### src/verilog/pcm_pkg.sv
// Constants for the class and miscellaneous configuration words of the first PCI port.
// Assumes a single 100 MHz clock and byte addresses within PCI configuration space.
package pcm_pkg;

  // ****************************************************************
  // Register offsets
  // ****************************************************************
  localparam logic [7:0] CLASS_WORD_OFS = 8'h08;
  localparam logic [7:0] MISC_WORD_OFS = 8'h0C;

  // ****************************************************************
  // Field positions (low bit of each field)
  // ****************************************************************
  localparam int BASE_POS = 24;
  localparam int SUB_POS = 16;
  localparam int PROGRAMMING_INTERFACE_FIELD_POS = 8;
  localparam int REV_POS = 0;
  localparam int MASTER_LATENCY_TIMER_POS = 8;
  localparam int CACHELINE_SIZE_FIELD_POS = 0;

  // ****************************************************************
  // Reset values and controller-mode class values
  // ****************************************************************
  localparam logic [7:0] BASE_BRIDGE = 8'h06;
  localparam logic [7:0] BASE_CONTROLLER = 8'h0E;
  localparam logic [7:0] SUB_OTHER_BRIDGE = 8'h80;
  localparam logic [7:0] SUB_CONTROLLER = 8'h00;
  localparam logic [7:0] PROGRAMMING_INTERFACE_FIELD_BRIDGE = 8'h00;
  localparam logic [7:0] PROGRAMMING_INTERFACE_FIELD_CONTROLLER = 8'h01;
  // Arbitrary neutral revision value
  localparam logic [7:0] REV_RESET = 8'h5A;
  localparam logic [7:0] MASTER_LATENCY_TIMER_RESET = 8'h00;
  localparam logic [7:0] CACHELINE_SIZE_FIELD_RESET = 8'h00;

  // ****************************************************************
  // Controller-mode shell offsets
  // ****************************************************************
  localparam logic [7:0] INBOUND_QUEUE_OFS = 8'h40;
  localparam logic [7:0] OUTBOUND_QUEUE_OFS = 8'h44;
  localparam logic [7:0] HOST_INT_STATUS_OFS = 8'h30;
  localparam logic [7:0] HOST_INT_MASK_OFS = 8'h34;

  // ****************************************************************
  // Cacheline codes and master read timing
  // ****************************************************************
  localparam logic [7:0] CACHELINE_SIZE_FIELD_4W = 8'h04;
  localparam logic [7:0] CACHELINE_SIZE_FIELD_8W = 8'h08;
  localparam logic [7:0] CACHELINE_SIZE_FIELD_16W = 8'h10;
  localparam logic [7:0] CACHELINE_SIZE_FIELD_32W = 8'h20;
  localparam logic [15:0] SHORT_READ_BYTES = 16'h0008;
  localparam logic [7:0] MASTER_LATENCY_TIMER_MIN_CLOCKS = 8'h08;

  typedef enum logic [3:0] {
    PCM_CMD_MEM_READ = 4'b0110,
    PCM_CMD_MEM_READ_MULT = 4'b1100,
    PCM_CMD_MEM_READ_LINE = 4'b1110
  } pcm_read_cmd_t;

endpackage : pcm_pkg

### src/verilog/pcm_config_regs.sv
// Class and miscellaneous configuration words of the first PCI port, plus the
// master read command choice and latency timer that these words steer.
// Assumes config and processor-bus strobes are one-cycle pulses, synchronous to clock.
//
// Behaviour
// Base class resets to bridge 0x06; controller mode loads 0x0E.
// Sub class resets to 0x80; controller mode holds 0x00.
// Programming interface resets to zero; value one maps queues at 0x40/0x44.
// Controller value one also maps interrupt status/mask at 0x30/0x34.
// Class word fields change only from processor bus or EEPROM load.
// Self-test capable, start and completion code always read zero.
// Multifunction bit and seven-bit header layout read zero.
// Latency timer counts PCI clocks; expiry starts master termination.
// Latency timer never shorter than eight clocks; 0-7 act as eight.
// Cacheline codes 0x04, 0x08, 0x10, 0x20 give 4, 8, 16, 32 words.
// Any other cacheline code, including 0x00, means eight words.
// Read under 8 bytes Memory Read; up to line Line; else Multiple.
// Port reset restores all fields; EEPROM load then overwrites defaults.
// Revision is eight bits in the class word's low byte, PCI readable.
`timescale 1ns/1ps
module pcm_config_regs (
  input wire logic clock,
  input wire logic arst_n,
  input wire logic ce,
  input wire logic cfg_wr,
  input wire logic cfg_rd,
  input wire logic [7:0] cfg_addr,
  input wire logic [3:0] cfg_be,
  input wire logic [31:0] cfg_wdata,
  output logic [31:0] cfg_rdata,
  input wire logic pb_wr,
  input wire logic pb_rd,
  input wire logic [7:0] pb_addr,
  input wire logic [3:0] pb_be,
  input wire logic [31:0] pb_wdata,
  output logic [31:0] pb_rdata,
  input wire logic ee_load,
  input wire logic [31:0] ee_class_word,
  input wire logic mst_req,
  input wire logic [15:0] mst_read_bytes,
  output logic [3:0] mst_read_cmd,
  input wire logic mst_owner,
  output logic mst_lt_expired,
  output logic [5:0] cacheline_words,
  output logic controller_mode
);

  // ****************************************************************
  // Reset release
  // ****************************************************************
  logic rst_meta_reg;
  logic rst_n_reg;

  always_ff @(posedge clock or negedge arst_n) begin
    if (!arst_n) begin
      rst_meta_reg <= 1'b0;
      rst_n_reg <= 1'b0;
    end else begin
      rst_meta_reg <= 1'b1;
      rst_n_reg <= rst_meta_reg;
    end
  end

  // ****************************************************************
  // Storage
  // ****************************************************************
  logic [7:0] base_reg;
  logic [7:0] sub_reg;
  logic [7:0] programming_interface_field_reg;
  logic [7:0] rev_reg;
  logic [7:0] master_latency_timer_reg;
  logic [7:0] cacheline_size_field_reg;
  logic [31:0] class_word;
  logic [31:0] misc_word;
  logic cfg_hit_misc;
  logic pb_hit_class;
  logic pb_hit_misc;

  assign cfg_hit_misc = cfg_wr && (cfg_addr == pcm_pkg::MISC_WORD_OFS);
  assign pb_hit_class = pb_wr && (pb_addr == pcm_pkg::CLASS_WORD_OFS);
  assign pb_hit_misc = pb_wr && (pb_addr == pcm_pkg::MISC_WORD_OFS);

  // Class word: PCI writes are ignored; a processor write beats an EEPROM load
  always_ff @(posedge clock or negedge rst_n_reg) begin
    if (!rst_n_reg) begin
      base_reg <= pcm_pkg::BASE_BRIDGE;
      sub_reg <= pcm_pkg::SUB_OTHER_BRIDGE;
      programming_interface_field_reg <= pcm_pkg::PROGRAMMING_INTERFACE_FIELD_BRIDGE;
      rev_reg <= pcm_pkg::REV_RESET;
    end else if (ce) begin
      if (ee_load) begin
        base_reg <= ee_class_word[pcm_pkg::BASE_POS +: 8];
        sub_reg <= ee_class_word[pcm_pkg::SUB_POS +: 8];
        programming_interface_field_reg <= ee_class_word[pcm_pkg::PROGRAMMING_INTERFACE_FIELD_POS +: 8];
        rev_reg <= ee_class_word[pcm_pkg::REV_POS +: 8];
      end
      if (pb_hit_class) begin
        if (pb_be[3]) begin
          base_reg <= pb_wdata[pcm_pkg::BASE_POS +: 8];
        end
        if (pb_be[2]) begin
          sub_reg <= pb_wdata[pcm_pkg::SUB_POS +: 8];
        end
        if (pb_be[1]) begin
          programming_interface_field_reg <= pb_wdata[pcm_pkg::PROGRAMMING_INTERFACE_FIELD_POS +: 8];
        end
        if (pb_be[0]) begin
          rev_reg <= pb_wdata[pcm_pkg::REV_POS +: 8];
        end
      end
    end
  end

  // Misc word: timer and line size writable from both sides, processor last
  always_ff @(posedge clock or negedge rst_n_reg) begin
    if (!rst_n_reg) begin
      master_latency_timer_reg <= pcm_pkg::MASTER_LATENCY_TIMER_RESET;
      cacheline_size_field_reg <= pcm_pkg::CACHELINE_SIZE_FIELD_RESET;
    end else if (ce) begin
      if (cfg_hit_misc && cfg_be[1]) begin
        master_latency_timer_reg <= cfg_wdata[pcm_pkg::MASTER_LATENCY_TIMER_POS +: 8];
      end
      if (cfg_hit_misc && cfg_be[0]) begin
        cacheline_size_field_reg <= cfg_wdata[pcm_pkg::CACHELINE_SIZE_FIELD_POS +: 8];
      end
      if (pb_hit_misc && pb_be[1]) begin
        master_latency_timer_reg <= pb_wdata[pcm_pkg::MASTER_LATENCY_TIMER_POS +: 8];
      end
      if (pb_hit_misc && pb_be[0]) begin
        cacheline_size_field_reg <= pb_wdata[pcm_pkg::CACHELINE_SIZE_FIELD_POS +: 8];
      end
    end
  end

  assign class_word = {base_reg, sub_reg, programming_interface_field_reg, rev_reg};
  // Self-test, multifunction and layout bits are constant zero
  assign misc_word = {16'h0000, master_latency_timer_reg, cacheline_size_field_reg}; // see R6

  // Shell offsets are only meaningful with the controller class pair
  assign controller_mode = (base_reg == pcm_pkg::BASE_CONTROLLER)
                        && (programming_interface_field_reg == pcm_pkg::PROGRAMMING_INTERFACE_FIELD_CONTROLLER); // see R3

  // ****************************************************************
  // Read ports
  // ****************************************************************
  function automatic logic [31:0] pcm_read_word(input logic [7:0] addr,
                                                input logic [31:0] cls,
                                                input logic [31:0] misc);
    logic [31:0] word;
    word = 32'h0000_0000;
    if (addr == pcm_pkg::CLASS_WORD_OFS) begin
      word = cls;
    end else if (addr == pcm_pkg::MISC_WORD_OFS) begin
      word = misc;
    end
    return word;
  endfunction : pcm_read_word

  always_ff @(posedge clock or negedge rst_n_reg) begin
    if (!rst_n_reg) begin
      cfg_rdata <= 32'h0000_0000;
    end else if (ce && cfg_rd) begin
      cfg_rdata <= pcm_read_word(cfg_addr, class_word, misc_word);
    end
  end

  always_ff @(posedge clock or negedge rst_n_reg) begin
    if (!rst_n_reg) begin
      pb_rdata <= 32'h0000_0000;
    end else if (ce && pb_rd) begin
      pb_rdata <= pcm_read_word(pb_addr, class_word, misc_word);
    end
  end

  // ****************************************************************
  // Cacheline decode and read command
  // ****************************************************************
  logic [5:0] line_words;
  logic [15:0] line_bytes;

  always_comb begin
    if (cacheline_size_field_reg == pcm_pkg::CACHELINE_SIZE_FIELD_4W) begin
      line_words = 6'h04;
    end else if (cacheline_size_field_reg == pcm_pkg::CACHELINE_SIZE_FIELD_16W) begin
      line_words = 6'h10;
    end else if (cacheline_size_field_reg == pcm_pkg::CACHELINE_SIZE_FIELD_32W) begin
      line_words = 6'h20;
    end else begin
      line_words = 6'h08;
    end
  end

  assign cacheline_words = line_words;
  assign line_bytes = {8'h00, line_words, 2'b00};

  always_ff @(posedge clock or negedge rst_n_reg) begin
    if (!rst_n_reg) begin
      mst_read_cmd <= pcm_pkg::PCM_CMD_MEM_READ;
    end else if (ce && mst_req) begin
      if (mst_read_bytes < pcm_pkg::SHORT_READ_BYTES) begin
        mst_read_cmd <= pcm_pkg::PCM_CMD_MEM_READ;
      end else if (mst_read_bytes <= line_bytes) begin
        mst_read_cmd <= pcm_pkg::PCM_CMD_MEM_READ_LINE;
      end else begin
        mst_read_cmd <= pcm_pkg::PCM_CMD_MEM_READ_MULT;
      end
    end
  end

  // ****************************************************************
  // Latency timer
  // ****************************************************************
  pcm_latency_timer u_latency_timer (
    .clock(clock),
    .rst_n(rst_n_reg),
    .ce(ce),
    .run(mst_owner),
    .timer_value(master_latency_timer_reg),
    .expired(mst_lt_expired)
  );

  // ****************************************************************
  // Check helpers
  // ****************************************************************
  // Owner cycles counted apart from the timer, so expiry is judged on its own
  logic [7:0] owner_cycles_reg;

  always_ff @(posedge clock or negedge rst_n_reg) begin
    if (!rst_n_reg) begin
      owner_cycles_reg <= 8'h00;
    end else if (ce) begin
      if (!mst_owner) begin
        owner_cycles_reg <= 8'h00;
      end else if (owner_cycles_reg != 8'hFF) begin
        owner_cycles_reg <= owner_cycles_reg + 8'h01;
      end
    end
  end
endmodule : pcm_config_regs

### src/verilog/pcm_latency_timer.sv
// Master latency timer: counts PCI clocks while the master owns the bus.
// Assumes synchronous reset copy and clock enable from the parent.
`timescale 1ns/1ps
module pcm_latency_timer (
  input wire logic clock,
  input wire logic rst_n,
  input wire logic ce,
  input wire logic run,
  input wire logic [7:0] timer_value,
  output logic expired
);

  logic [7:0] count_reg;
  logic [7:0] limit;

  // Low settings are lifted to the floor of eight clocks
  assign limit = (timer_value < pcm_pkg::MASTER_LATENCY_TIMER_MIN_CLOCKS) ? pcm_pkg::MASTER_LATENCY_TIMER_MIN_CLOCKS
                                                           : timer_value;

  always_ff @(posedge clock or negedge rst_n) begin
    if (!rst_n) begin
      count_reg <= 8'h00;
    end else if (ce) begin
      if (!run) begin
        count_reg <= 8'h00;
      end else if (count_reg != limit) begin
        count_reg <= count_reg + 8'h01;
      end
    end
  end

  // Master starts termination once the count reaches the limit
  assign expired = run && (count_reg == limit);

endmodule : pcm_latency_timer

### config.mk
export PLATFORM = sky130hd
export DESIGN_NAME = pcm_config_regs
export DESIGN_NICKNAME = d
export VERILOG_FILES = /design/src/verilog/pcm_pkg.sv /design/src/verilog/pcm_config_regs.sv /design/src/verilog/pcm_latency_timer.sv
export SDC_FILE = /design/constraint.sdc
export NUM_CORES = 1
export LEC_CHECK = 0
export ABC_AREA = 1
export BUFFER_PORTS_ARGS = -buffer_cell sky130_fd_sc_hd__buf_2
export CAP_MARGIN = 20
export CORE_UTILIZATION = 56
export DETAILED_ROUTE_END_ITERATION = 8
export PLACE_DENSITY_LB_ADDON = 0.12
export SLEW_MARGIN = 20
export SYNTH_ARGS = -nofsm -noshare
export SYNTH_HDL_FRONTEND = slang
export SYNTH_SLANG_ARGS = --single-unit
### constraint.sdc
create_clock -name clock -period 8.9 [get_ports clock]
set_input_delay 0.445 -clock clock [delete_from_list [all_inputs] [get_ports clock]]
set_output_delay 0.445 -clock clock [all_outputs]
set_load 0.01 [all_outputs]
Word level (Yosys, flattened, before mapping)

Index checks and enable logic that the tools add are counted.

Equal/unequal tests: 12
$add $sub $neg: 1
Order comparisons: 3
Mux-type cells: 28
Reductions and logical operators: 17

Operator list:

| kind                                                 | count |
|---|---|
| 2-to-1 mux 8 bit                                     | 19 |
| 2-to-1 mux 32 bit                                    | 2 |
| == test 8 x 4 -> 1 bit (second input constant)       | 5 |
| 2-to-1 mux 16 bit                                    | 2 |
| 2-to-1 mux 6 bit                                     | 3 |
| <= comparator 16 x 8 -> 1 bit                        | 1 |
| < comparator 16 x 4 -> 1 bit (second input constant) | 1 |
| logical AND 1 bit                                    | 12 |
| adder 8 x 1 -> 8 bit (second input constant)         | 1 |
| == test 8 x 1 -> 1 bit (second input constant)       | 1 |
| == test 8 x 3 -> 1 bit (second input constant)       | 1 |
| == test 8 x 5 -> 1 bit (second input constant)       | 1 |
| == test 8 x 6 -> 1 bit (second input constant)       | 1 |
| == test 8 bit                                        | 1 |
| < comparator 8 x 4 -> 1 bit (second input constant)  | 1 |
| != test 8 bit                                        | 1 |
| AND reduction 2 bit                                  | 3 |
| 2-to-1 mux 4 bit                                     | 1 |
| nonzero test 2 bit                                   | 2 |
| 2-to-1 mux 2 bit                                     | 1 |
| != test 2 x 1 -> 1 bit (second input constant)       | 1 |

Output and inout bits: 76
Input port bits: 146
Word-level logic and storage cells: 73
Bits in registers: 126

Logic depth before layout (Yosys ltp)

Gate-level depths: netlist (run 1).

Word-level depth: 7
Gate-level depth with buffers: 13
Depth with buffers taken out: 13

Cells and area by module

A second synthesis (run 1) with hierarchy kept.

Cell total of the unflattened synthesis: 965
Area, all modules: 7263.2 µm²

Modules (own cells, without submodules):

| module            | times used | seq. area each (µm²) | area each (µm²) | cells an instance |
|---|---|---|---|---|
| pcm_config_regs   | 1          | 2912.8               | 6556.3          | 855 |
| pcm_latency_timer | 1          | 200.2                | 706.9           | 110 |

Least setup slack after synthesis (run 1)

OpenSTA, ideal clock, no wires.

Path kind: register to register
Start: reg cacheline_size_field_reg[7]
End: reg mst_read_cmd[1]
Setup time: 79 ps
Data arrival time: 2031 ps
Data required time: 8821 ps
Buffers on the path: 0
Cell stages (with the launch flop): 14
Slack: 6790 ps
Clock period less this slack: 2110 ps
Cell sequence: dfrtp_1 -> nor2_1 -> inv_1 -> nor4_1 -> nor2_1 -> nand2_1 -> ha_1 -> inv_1 -> nor2_1 -> nor2_1 -> o21ai_0 -> a21oi_1 -> nor2_1 -> o21ai_0

Elaborated cells between the ends (all ways): 9
Classes of those cells: order compare (1); eq/ne (3); mux (5)

RTL lines:

| what                            | RTL line               | RTL |
|---|---|---|
| from (decl)                     | pcm_config_regs.sv:72  | `logic [7:0] cacheline_size_field_reg;` |
| from (signal assigned)          | pcm_config_regs.sv:118 | `cacheline_size_field_reg <= pcm_pkg::CACHELINE_SIZE_FIELD_RESET;` |
| from (signal assigned)          | pcm_config_regs.sv:124 | `cacheline_size_field_reg <= cfg_wdata[pcm_pkg::CACHELINE_SIZE_FIELD_POS +: 8];` |
| from (signal assigned)          | pcm_config_regs.sv:130 | `cacheline_size_field_reg <= pb_wdata[pcm_pkg::CACHELINE_SIZE_FIELD_POS +: 8];` |
| == test 8 x 5 -> 1 bit          | pcm_config_regs.sv:184 | `end else if (cacheline_size_field_reg == pcm_pkg::CACHELINE_SIZE_FIELD_16W) begin` |
| 2-to-1 mux 6 bit                | pcm_config_regs.sv:184 |  |
| 2-to-1 mux 6 bit *              | pcm_config_regs.sv:182 | `if (cacheline_size_field_reg == pcm_pkg::CACHELINE_SIZE_FIELD_4W) begin` |
| named net cacheline_words[4]    | pcm_config_regs.sv:44  | `output logic [5:0] cacheline_words,` |
| <= comparator 16 x 8 -> 1 bit * | pcm_config_regs.sv:202 | `end else if (mst_read_bytes <= line_bytes) begin` |
| 2-to-1 mux 2 bit *              | pcm_config_regs.sv:202 |  |
| 2-to-1 mux 4 bit *              | pcm_config_regs.sv:200 | `if (mst_read_bytes < pcm_pkg::SHORT_READ_BYTES) begin` |
| to (signal assigned)            | pcm_config_regs.sv:201 | `mst_read_cmd <= pcm_pkg::PCM_CMD_MEM_READ;` |
| to (signal assigned)            | pcm_config_regs.sv:203 | `mst_read_cmd <= pcm_pkg::PCM_CMD_MEM_READ_LINE;` |
| to (signal assigned)            | pcm_config_regs.sv:205 | `mst_read_cmd <= pcm_pkg::PCM_CMD_MEM_READ_MULT;` |
| to (decl)                       | pcm_config_regs.sv:41  | `output logic [3:0] mst_read_cmd,` |

The timed path passes the listed nets; every way through them passes the cells marked *.
A chain may end at the register's enable or synchronous reset.

Final worst setup path (run 1)

Start: in pb_addr[7]
End: reg rev_reg[7]

Longest elaborated chain between the ends: 3

RTL lines:

| what                   | RTL line               | RTL |
|---|---|---|
| from (decl)            | pcm_config_regs.sv:33  | `input wire logic [7:0] pb_addr,` |
| == test 8 x 4 -> 1 bit | pcm_config_regs.sv:80  | `assign pb_hit_class = pb_wr && (pb_addr == pcm_pkg::CLASS_WORD_OFS);` |
| logical AND 1 bit      | pcm_config_regs.sv:80  |  |
| 2-to-1 mux 8 bit       | pcm_config_regs.sv:97  | `if (pb_hit_class) begin` |
| to (signal assigned)   | pcm_config_regs.sv:89  | `rev_reg <= pcm_pkg::REV_RESET;` |
| to (signal assigned)   | pcm_config_regs.sv:95  | `rev_reg <= ee_class_word[pcm_pkg::REV_POS +: 8];` |
| to (signal assigned)   | pcm_config_regs.sv:108 | `rev_reg <= pb_wdata[pcm_pkg::REV_POS +: 8];` |
| to (decl)              | pcm_config_regs.sv:70  | `logic [7:0] rev_reg;` |

Every way passes these cells.

==> results of run 1 <==
## how the worst max path moves through the flow
stage                       end  cells after the start
floorplan           base_reg[0]                      0
global placement     rev_reg[7]                      9
global route         rev_reg[7]                      9
detailed placement   rev_reg[7]                      9
CTS                  rev_reg[7]                      9
finish               rev_reg[7]                      9
## cells by family (layout without fill, tap and decap cells)
| group | Yosys count | count (layout) | share of synthesized area |
|---|---|---|---|
| AND/OR/NAND/NOR | 376 | 376 | 0.242 |
| AO/OA/AOI/OAI | 223 | 223 | 0.195 |
| adder cells (fa/ha/maj) | 5 | 5 | 0.00910 |
| flip-flops | 124 | 124 | 0.453 |
| other | 2 | 5 | 0.00109 |
| buffers and inverters | 158 | 342 | 0.100 |
## power breakdown
part           switching [mW]  leakage [nW]  internal, mW
Combinational           0.111          2.53        0.0680
Clock                   0.257         0.280         0.447
Sequential             0.0239          1.55         0.599
## layer usage
metal  vias up  track usage  wire length [µm]
met5         -            0                 0
met4         0       0.0889               257
met3        25       0.0557              1400
met2       291        0.486              8710
met1      3074        0.441              8630
li1       3271            -                 -
## metrics by stage
step	hold slack (ns)	power, mW	utilization	cell area (µm²)	instances
after floorplan	0.149	0.735	-	6890	891
after global placement	0.231	0.805	0.651	7820	1189
after detailed placement	0.231	0.808	0.651	7820	1189
after CTS	0.327	1.51	0.702	8440	1222
after global routing	0.342	1.57	0.702	8440	1222
final	0.336	1.51	0.702	8440	1222
## layout by cell type (no fill, tap or decap), types with 2 or more instances in the layout
| cell | netlist | layout |
|---|---|---|
| inv_1 | 104 | 104 |
| clkbuf_16 | 0 | 17 |
| nand4_1 | 7 | 7 |
| ha_1 | 5 | 5 |
| conb_1 | 2 | 5 |
| clkinv_2 | 1 | 3 |
| nand3_4 | 2 | 2 |
| o21ai_0 | 56 | 56 |
| nor4_1 | 4 | 4 |
| nand2_1 | 191 | 190 |
| buf_4 | 4 | 5 |
| o22ai_1 | 15 | 15 |
| nor3b_1 | 2 | 2 |
| clkinvlp_4 | 0 | 6 |
| nor2_1 | 64 | 64 |
| nor2_2 | 3 | 3 |
| nand3_1 | 87 | 87 |
| o31ai_1 | 32 | 32 |
| dfstp_2 | 8 | 8 |
| o21bai_1 | 32 | 32 |
| nor3_1 | 4 | 4 |
| buf_2 | 4 | 199 |
| bufinv_16 | 0 | 3 |
| dfrtp_1 | 116 | 115 |
| a21oi_1 | 45 | 45 |
| o21ai_1 | 31 | 31 |
| a21oi_2 | 11 | 11 |
| nand2_4 | 3 | 3 |
| nand2_2 | 4 | 5 |
| clkinv_4 | 0 | 3 |
## timing repair
action                                  4_1_cts  5_1_grt
hold buffers                                  1        0
endpoints found under the setup margin        0        0
hold endpoints to repair                      2        0
## worst max-delay path: stages
cell and delay [ns]:
buf_2 0.10, nor2_2 0.13, nand2_2 0.10, nor3_4 0.75, nand2_4 0.45, clkinv_2 0.50
nand3_1 0.18, nand3_1 0.11, o21ai_0 0.11
## layout make-up
type	count	share of cell area
clock buffers	18	0.0521
clock inverters	14	0.0203
inverters	105	0.0469
multi-input cells	609	0.366
flip-flops and latches	124	0.369
well taps	147	0.0218
repair buffers	205	0.124
==> impl_results.md, run 1 <==
- Synthesized area: 6870 µm²
- Io pins: 222
- Worst-Skew Late Latency: 0.41 ns
- Number of synthesized register bits: 124
- Final worst slack: 6.25 ns
- Worst hold path class: input port to asynchronous set/reset pin
- Asr flop ratio synth: 1.00
- Fillcell total: 1049
- Storage element area: 3120 µm²
- Cell with the most instances after synthesis: nand2_1
- Count of final max-slew check failures: 0
- Leak Pwr: 4.36 nW
- CP startpoint: pb_addr[7]
- R2R depth: 13
- Clk sinks: 124
- Fin Setup TNS: 0 ns
- Via/cell ratio: 5.45
- List of most frequent post-synthesis cells: nand2_1, dfrtp_1, inv_1
- RePlAce Congestion: 0.875
- Final wirelength: 19000 µm
- N_diodes: 0
- Required time of the critical path: 9.14 ns
- Detailed Routing Iterations Pass 1: 5
- Rows: 40
- GRT overflow: 0
- Peak VDD IR: 0.109 mV
- Worst R2R Setup Slack: 6.67 ns
- CTS tree: done
- Max-cap violations: 0
- Core Area: 12000 µm²
- Routed length per placed instance: 15.5 µm
- Post-synth EDFFs: 0
- DRT iter0 DRCs: 463
- Gate Count Post-Synth: 888
- Setup violators final: 0
- Share of the synthesized area in the top cell type: 0.422
- Initial antenna violation count: 0
- Avg Cell Area, Syn: 7.74 µm²
- H-tree levels: 4
- Setup crit start kind: input port
- Clock Tree Root: clkbuf_16
- Worst r2r dst: mst_read_cmd[1]
- Worst-Margin Slew: 0.978 ns
- Setup crit end kind: register
- First-pass GRT wire length: 30800 µm
- Pre-CTS WS: 5.90 ns
- Antenna Nets Post-Route: 0
- Multi-input gate area: 3090 µm²
- Top_reg_cell synth: dfrtp_1
- Final Hold Fails: 0
- Vias in the first global route: 6169
- Area growth, synth to finish: 22.7%
- CTS clk-pin slew, worst paths: 0.06 ns
- Max Buffers Root-to-Sink: 2
- Setup Fix Bufs, Post-CTS: 0
- IO buf count: 199
- Via count: 6661
- Layout cells sized above 1: 0.255
- Reg-to-reg startpoint: cacheline_size_field_reg[1]
- Final Cycle Share: 0.298
- Ys Warns: 0
- Crit-path max FO: 33
- Slew headroom: 0.348
- Crit path DAT: 2.89 ns
- Cts bufs inserted: 17
- Critical path class: input port to register
- Die X: 113 µm
- Skew final: 0.00635 ns
- Final HPWL DP: 12900 µm
- Die area: 12700 µm²
- Status: finished, final reports clean
- Yosys top cell by area: dfrtp_1
- Post-CTS sizing: 0
- Tot GR Track Use: 0.309
- Netlist cell types: 35
- Final Net Count: 1213
- Min Clock Period, post-route: 2.65 ns
- RSZ-0062 raised after global routing: no
- Dominant cells by area after synthesis: dfrtp_1, nand2_1, nand3_1
- Starting Density: 0.572
- # DRC: 0
- Power per cell area: 178 nW/µm²
- Vert. Die Dim: 113 µm
- Sequential area share after synthesis: 0.453
- Max Fclk: 0.377 GHz
- Largest net degree at the start of global routing: 79
- Regs by FF count: cfg_rdata x32, pb_rdata x32
Note: power is estimated with default switching activity, not from simulation.
==> inputs of run 2 (changes only) <==
--- a/config.mk
+++ b/config.mk
@@ -8,7 +8,7 @@
 export ABC_AREA = 1
 export BUFFER_PORTS_ARGS = -buffer_cell sky130_fd_sc_hd__buf_2
 export CAP_MARGIN = 20
-export CORE_UTILIZATION = 56
+export CORE_UTILIZATION = 52
 export DETAILED_ROUTE_END_ITERATION = 8
 export PLACE_DENSITY_LB_ADDON = 0.12
 export SLEW_MARGIN = 20
==> constraint.sdc (replaced) <==
create_clock -name clock -period 2.55 [get_ports clock]
set_input_delay 0.1275 -clock clock [delete_from_list [all_inputs] [get_ports clock]]
set_output_delay 0.1275 -clock clock [all_outputs]
set_load 0.01 [all_outputs]
==> run 2 against run 1 <==
  * Clock power rose to 3.4 times the previous value
  * Register-to-register slack worse by 6.4 ns
  * Final area up 1.0%
==> impl_results.md, run 2 (synthesized netlist as in run 1, its figures left out) <==
- Status: finished, final reports clean
- R2R depth: 13
- Setup crit end kind: register
- RSZ-0062 raised after global routing: no
- Leak Pwr: 4.41 nW
- Initial antenna violation count: 1
- Worst hold start: mst_req
- Fin area: 8520 µm²
- CTS clk-pin slew, worst paths: 0.05 ns
- Placed Instance Area: 7920 µm²
- Crit-path max FO: 3
- Fillcell total: 1142
- Worst Hold Path EP: mst_read_cmd[1]
- Net Sw Power: 1.32 mW
- Via/cell ratio: 5.36
- Io pins: 222
- Min Clock Period, post-route: 2.24 ns
- Internal power of the cells: 3.91 mW
- Min-Delay Path Depth: 4
- Largest net degree at the start of global routing: 51
- RePlAce Congestion: 0.912
- Slew headroom: 0.456
- Count of final max-slew check failures: 0
- Routed length per placed instance: 15.6 µm
- Final Net Count: 1221
- Fin cells: 1256
- # DRC: 0
- Final Hold Fails: 0
- Comb pwr share: 0.124
- Most frequent cells in the layout: buf_2, nand2_1, dfrtp_1, inv_1, nand3_1
- Fin Setup TNS: 0 ns
- Commonest non-fill, non-tap cell in the layout: buf_2
- Layout cells sized above 1: 0.257
- IO buf count: 199
- Worst R2R Setup Slack: 0.31 ns
- Power per cell area: 615 nW/µm²
- DRT iter0 DRCs: 630
- Area growth, synth to finish: 24.0%
- Crit path DAT: 2.58 ns
- Clock Power Share: 0.463
- Required time of the critical path: 2.89 ns
- Core Area: 12800 µm²
- Regs by FF count: cfg_rdata x32, pb_rdata x32
- Dpl cells: 1222
- Sequential share of power: 0.414
- Die X: 117 µm
- Starting Density: 0.538
- Final HPWL DP: 13700 µm
- Worst-Skew Late Latency: 0.42 ns
- Worst-Margin Slew: 0.814 ns
- Clk sinks: 124
- Worst r2r dst: mst_read_cmd[1]
- Peak VDD IR: 0.500 mV
- Max Fclk: 0.447 GHz
- Skew final: 0.00550 ns
- Final worst slack: 0.313 ns
- Max-cap violations: 0
- CTS tree: done
- Die area: 13700 µm²
- Final Cycle Share: 0.877
- Max Buffers Root-to-Sink: 2
- H-tree levels: 4
- Clock Tree Root: clkbuf_16
- Tot GR Track Use: 0.300
- Setup crit start kind: register
- Antenna Nets Post-Route: 0
- First-pass GRT wire length: 31000 µm
- Util after Layout: 0.667
- GRT overflow: 0
- Detailed Routing Iterations Pass 1: 6
- Cts bufs inserted: 17
- Via count: 6729
- Rows: 41
- Pre-CTS WS: 0.287 ns
- Vias in the first global route: 6202
- Setup violators final: 0
- Final wirelength: 19600 µm
- Worst hold path class: input port to register
- Critical path class: register to register
- Vert. Die Dim: 117 µm
- Reg-to-reg startpoint: cacheline_size_field_reg[1]
- Sw Share: 0.252
run 2: cell types whose count changed in the layout (fill, tap and decap cells not counted), sizes merged:
cell,before,now
clkinvlp,6,0
buf,204,212
clkbuf,18,24
diode,0,1
run 2: layout make-up:
type | count | area (µm²) | area share
Sequential cell | 124 | 3120 | 0.366
Tap cell | 172 | 215 | 0.0253
Clock inverter | 8 | 115 | 0.0135
Timing Repair Buffer | 213 | 1120 | 0.131
Inverter | 105 | 395 | 0.0464
Clock buffer | 24 | 472 | 0.0554
Multi-Input combinational cell | 609 | 3090 | 0.362
Antenna cell | 1 | 2.50 | 0.000294
run 2: worst max-delay path by stage:
stage | start | to | slack (ns) | depth (start not counted)
2_1_floorplan | cacheline_size_field_reg[7] | mst_read_cmd[1] | 0.44 | 13
3_3_place_gp | cacheline_size_field_reg[1] | mst_read_cmd[1] | 0.42 | 13
3_5_place_dp | cacheline_size_field_reg[1] | mst_read_cmd[1] | 0.29 | 13
4_1_cts | cacheline_size_field_reg[1] | mst_read_cmd[1] | 0.30 | 13
5_1_grt | cacheline_size_field_reg[1] | mst_read_cmd[1] | 0.11 | 13
6_report | cacheline_size_field_reg[1] | mst_read_cmd[1] | 0.31 | 13
run 2: what timing repair did:
action	CTS	global route
setup buffers	0	0
setup endpoints to repair	0	0
endpoints found under the hold margin	2	0
hold buffers	1	0
gates resized for setup	0	0
run 2: stage by stage:
stage / hold WS, ns / power (mW)
6_report: 0.0119 / 5.24
5_1_grt: 0.0307 / 5.44
4_1_cts: 0.00638 / 5.25
3_5_place_dp: -0.0836 / 2.84
3_3_place_gp: -0.0870 / 2.82
2_1_floorplan: -0.168 / 2.57
run 2: layer usage:
metal | part of all wire | global-route usage
met2 | 0.45 | 0.462
met5 | 0 | 0
met3 | 0.073 | 0.0597
met1 | 0.45 | 0.422
met4 | 0.021 | 0.113
run 2: power groups by stage:
| stage | logic [mW] | clock network (mW) | registers [mW] |
|---|---|---|---|
| final | 0.648 | 2.42 | 2.17 |
| after floorplan | 0.351 | 0 | 2.22 |
| after global routing | 0.733 | 2.53 | 2.18 |
| after detailed placement | 0.638 | 0 | 2.20 |
| after global placement | 0.629 | 0 | 2.20 |
| after CTS | 0.643 | 2.44 | 2.17 |
run 2: critical path: stages (launching register included):
cell and delay (ns):
dfrtp_1 0.40, nor2_1 0.19, nand3_1 0.12, nor4_1 0.42, nor2_1 0.08, nand2_1 0.10, ha_1 0.25, inv_1 0.06
nor2_1 0.03, nor2_1 0.07, o21ai_0 0.08, a21oi_1 0.15, nor2_1 0.05, o21ai_0 0.15
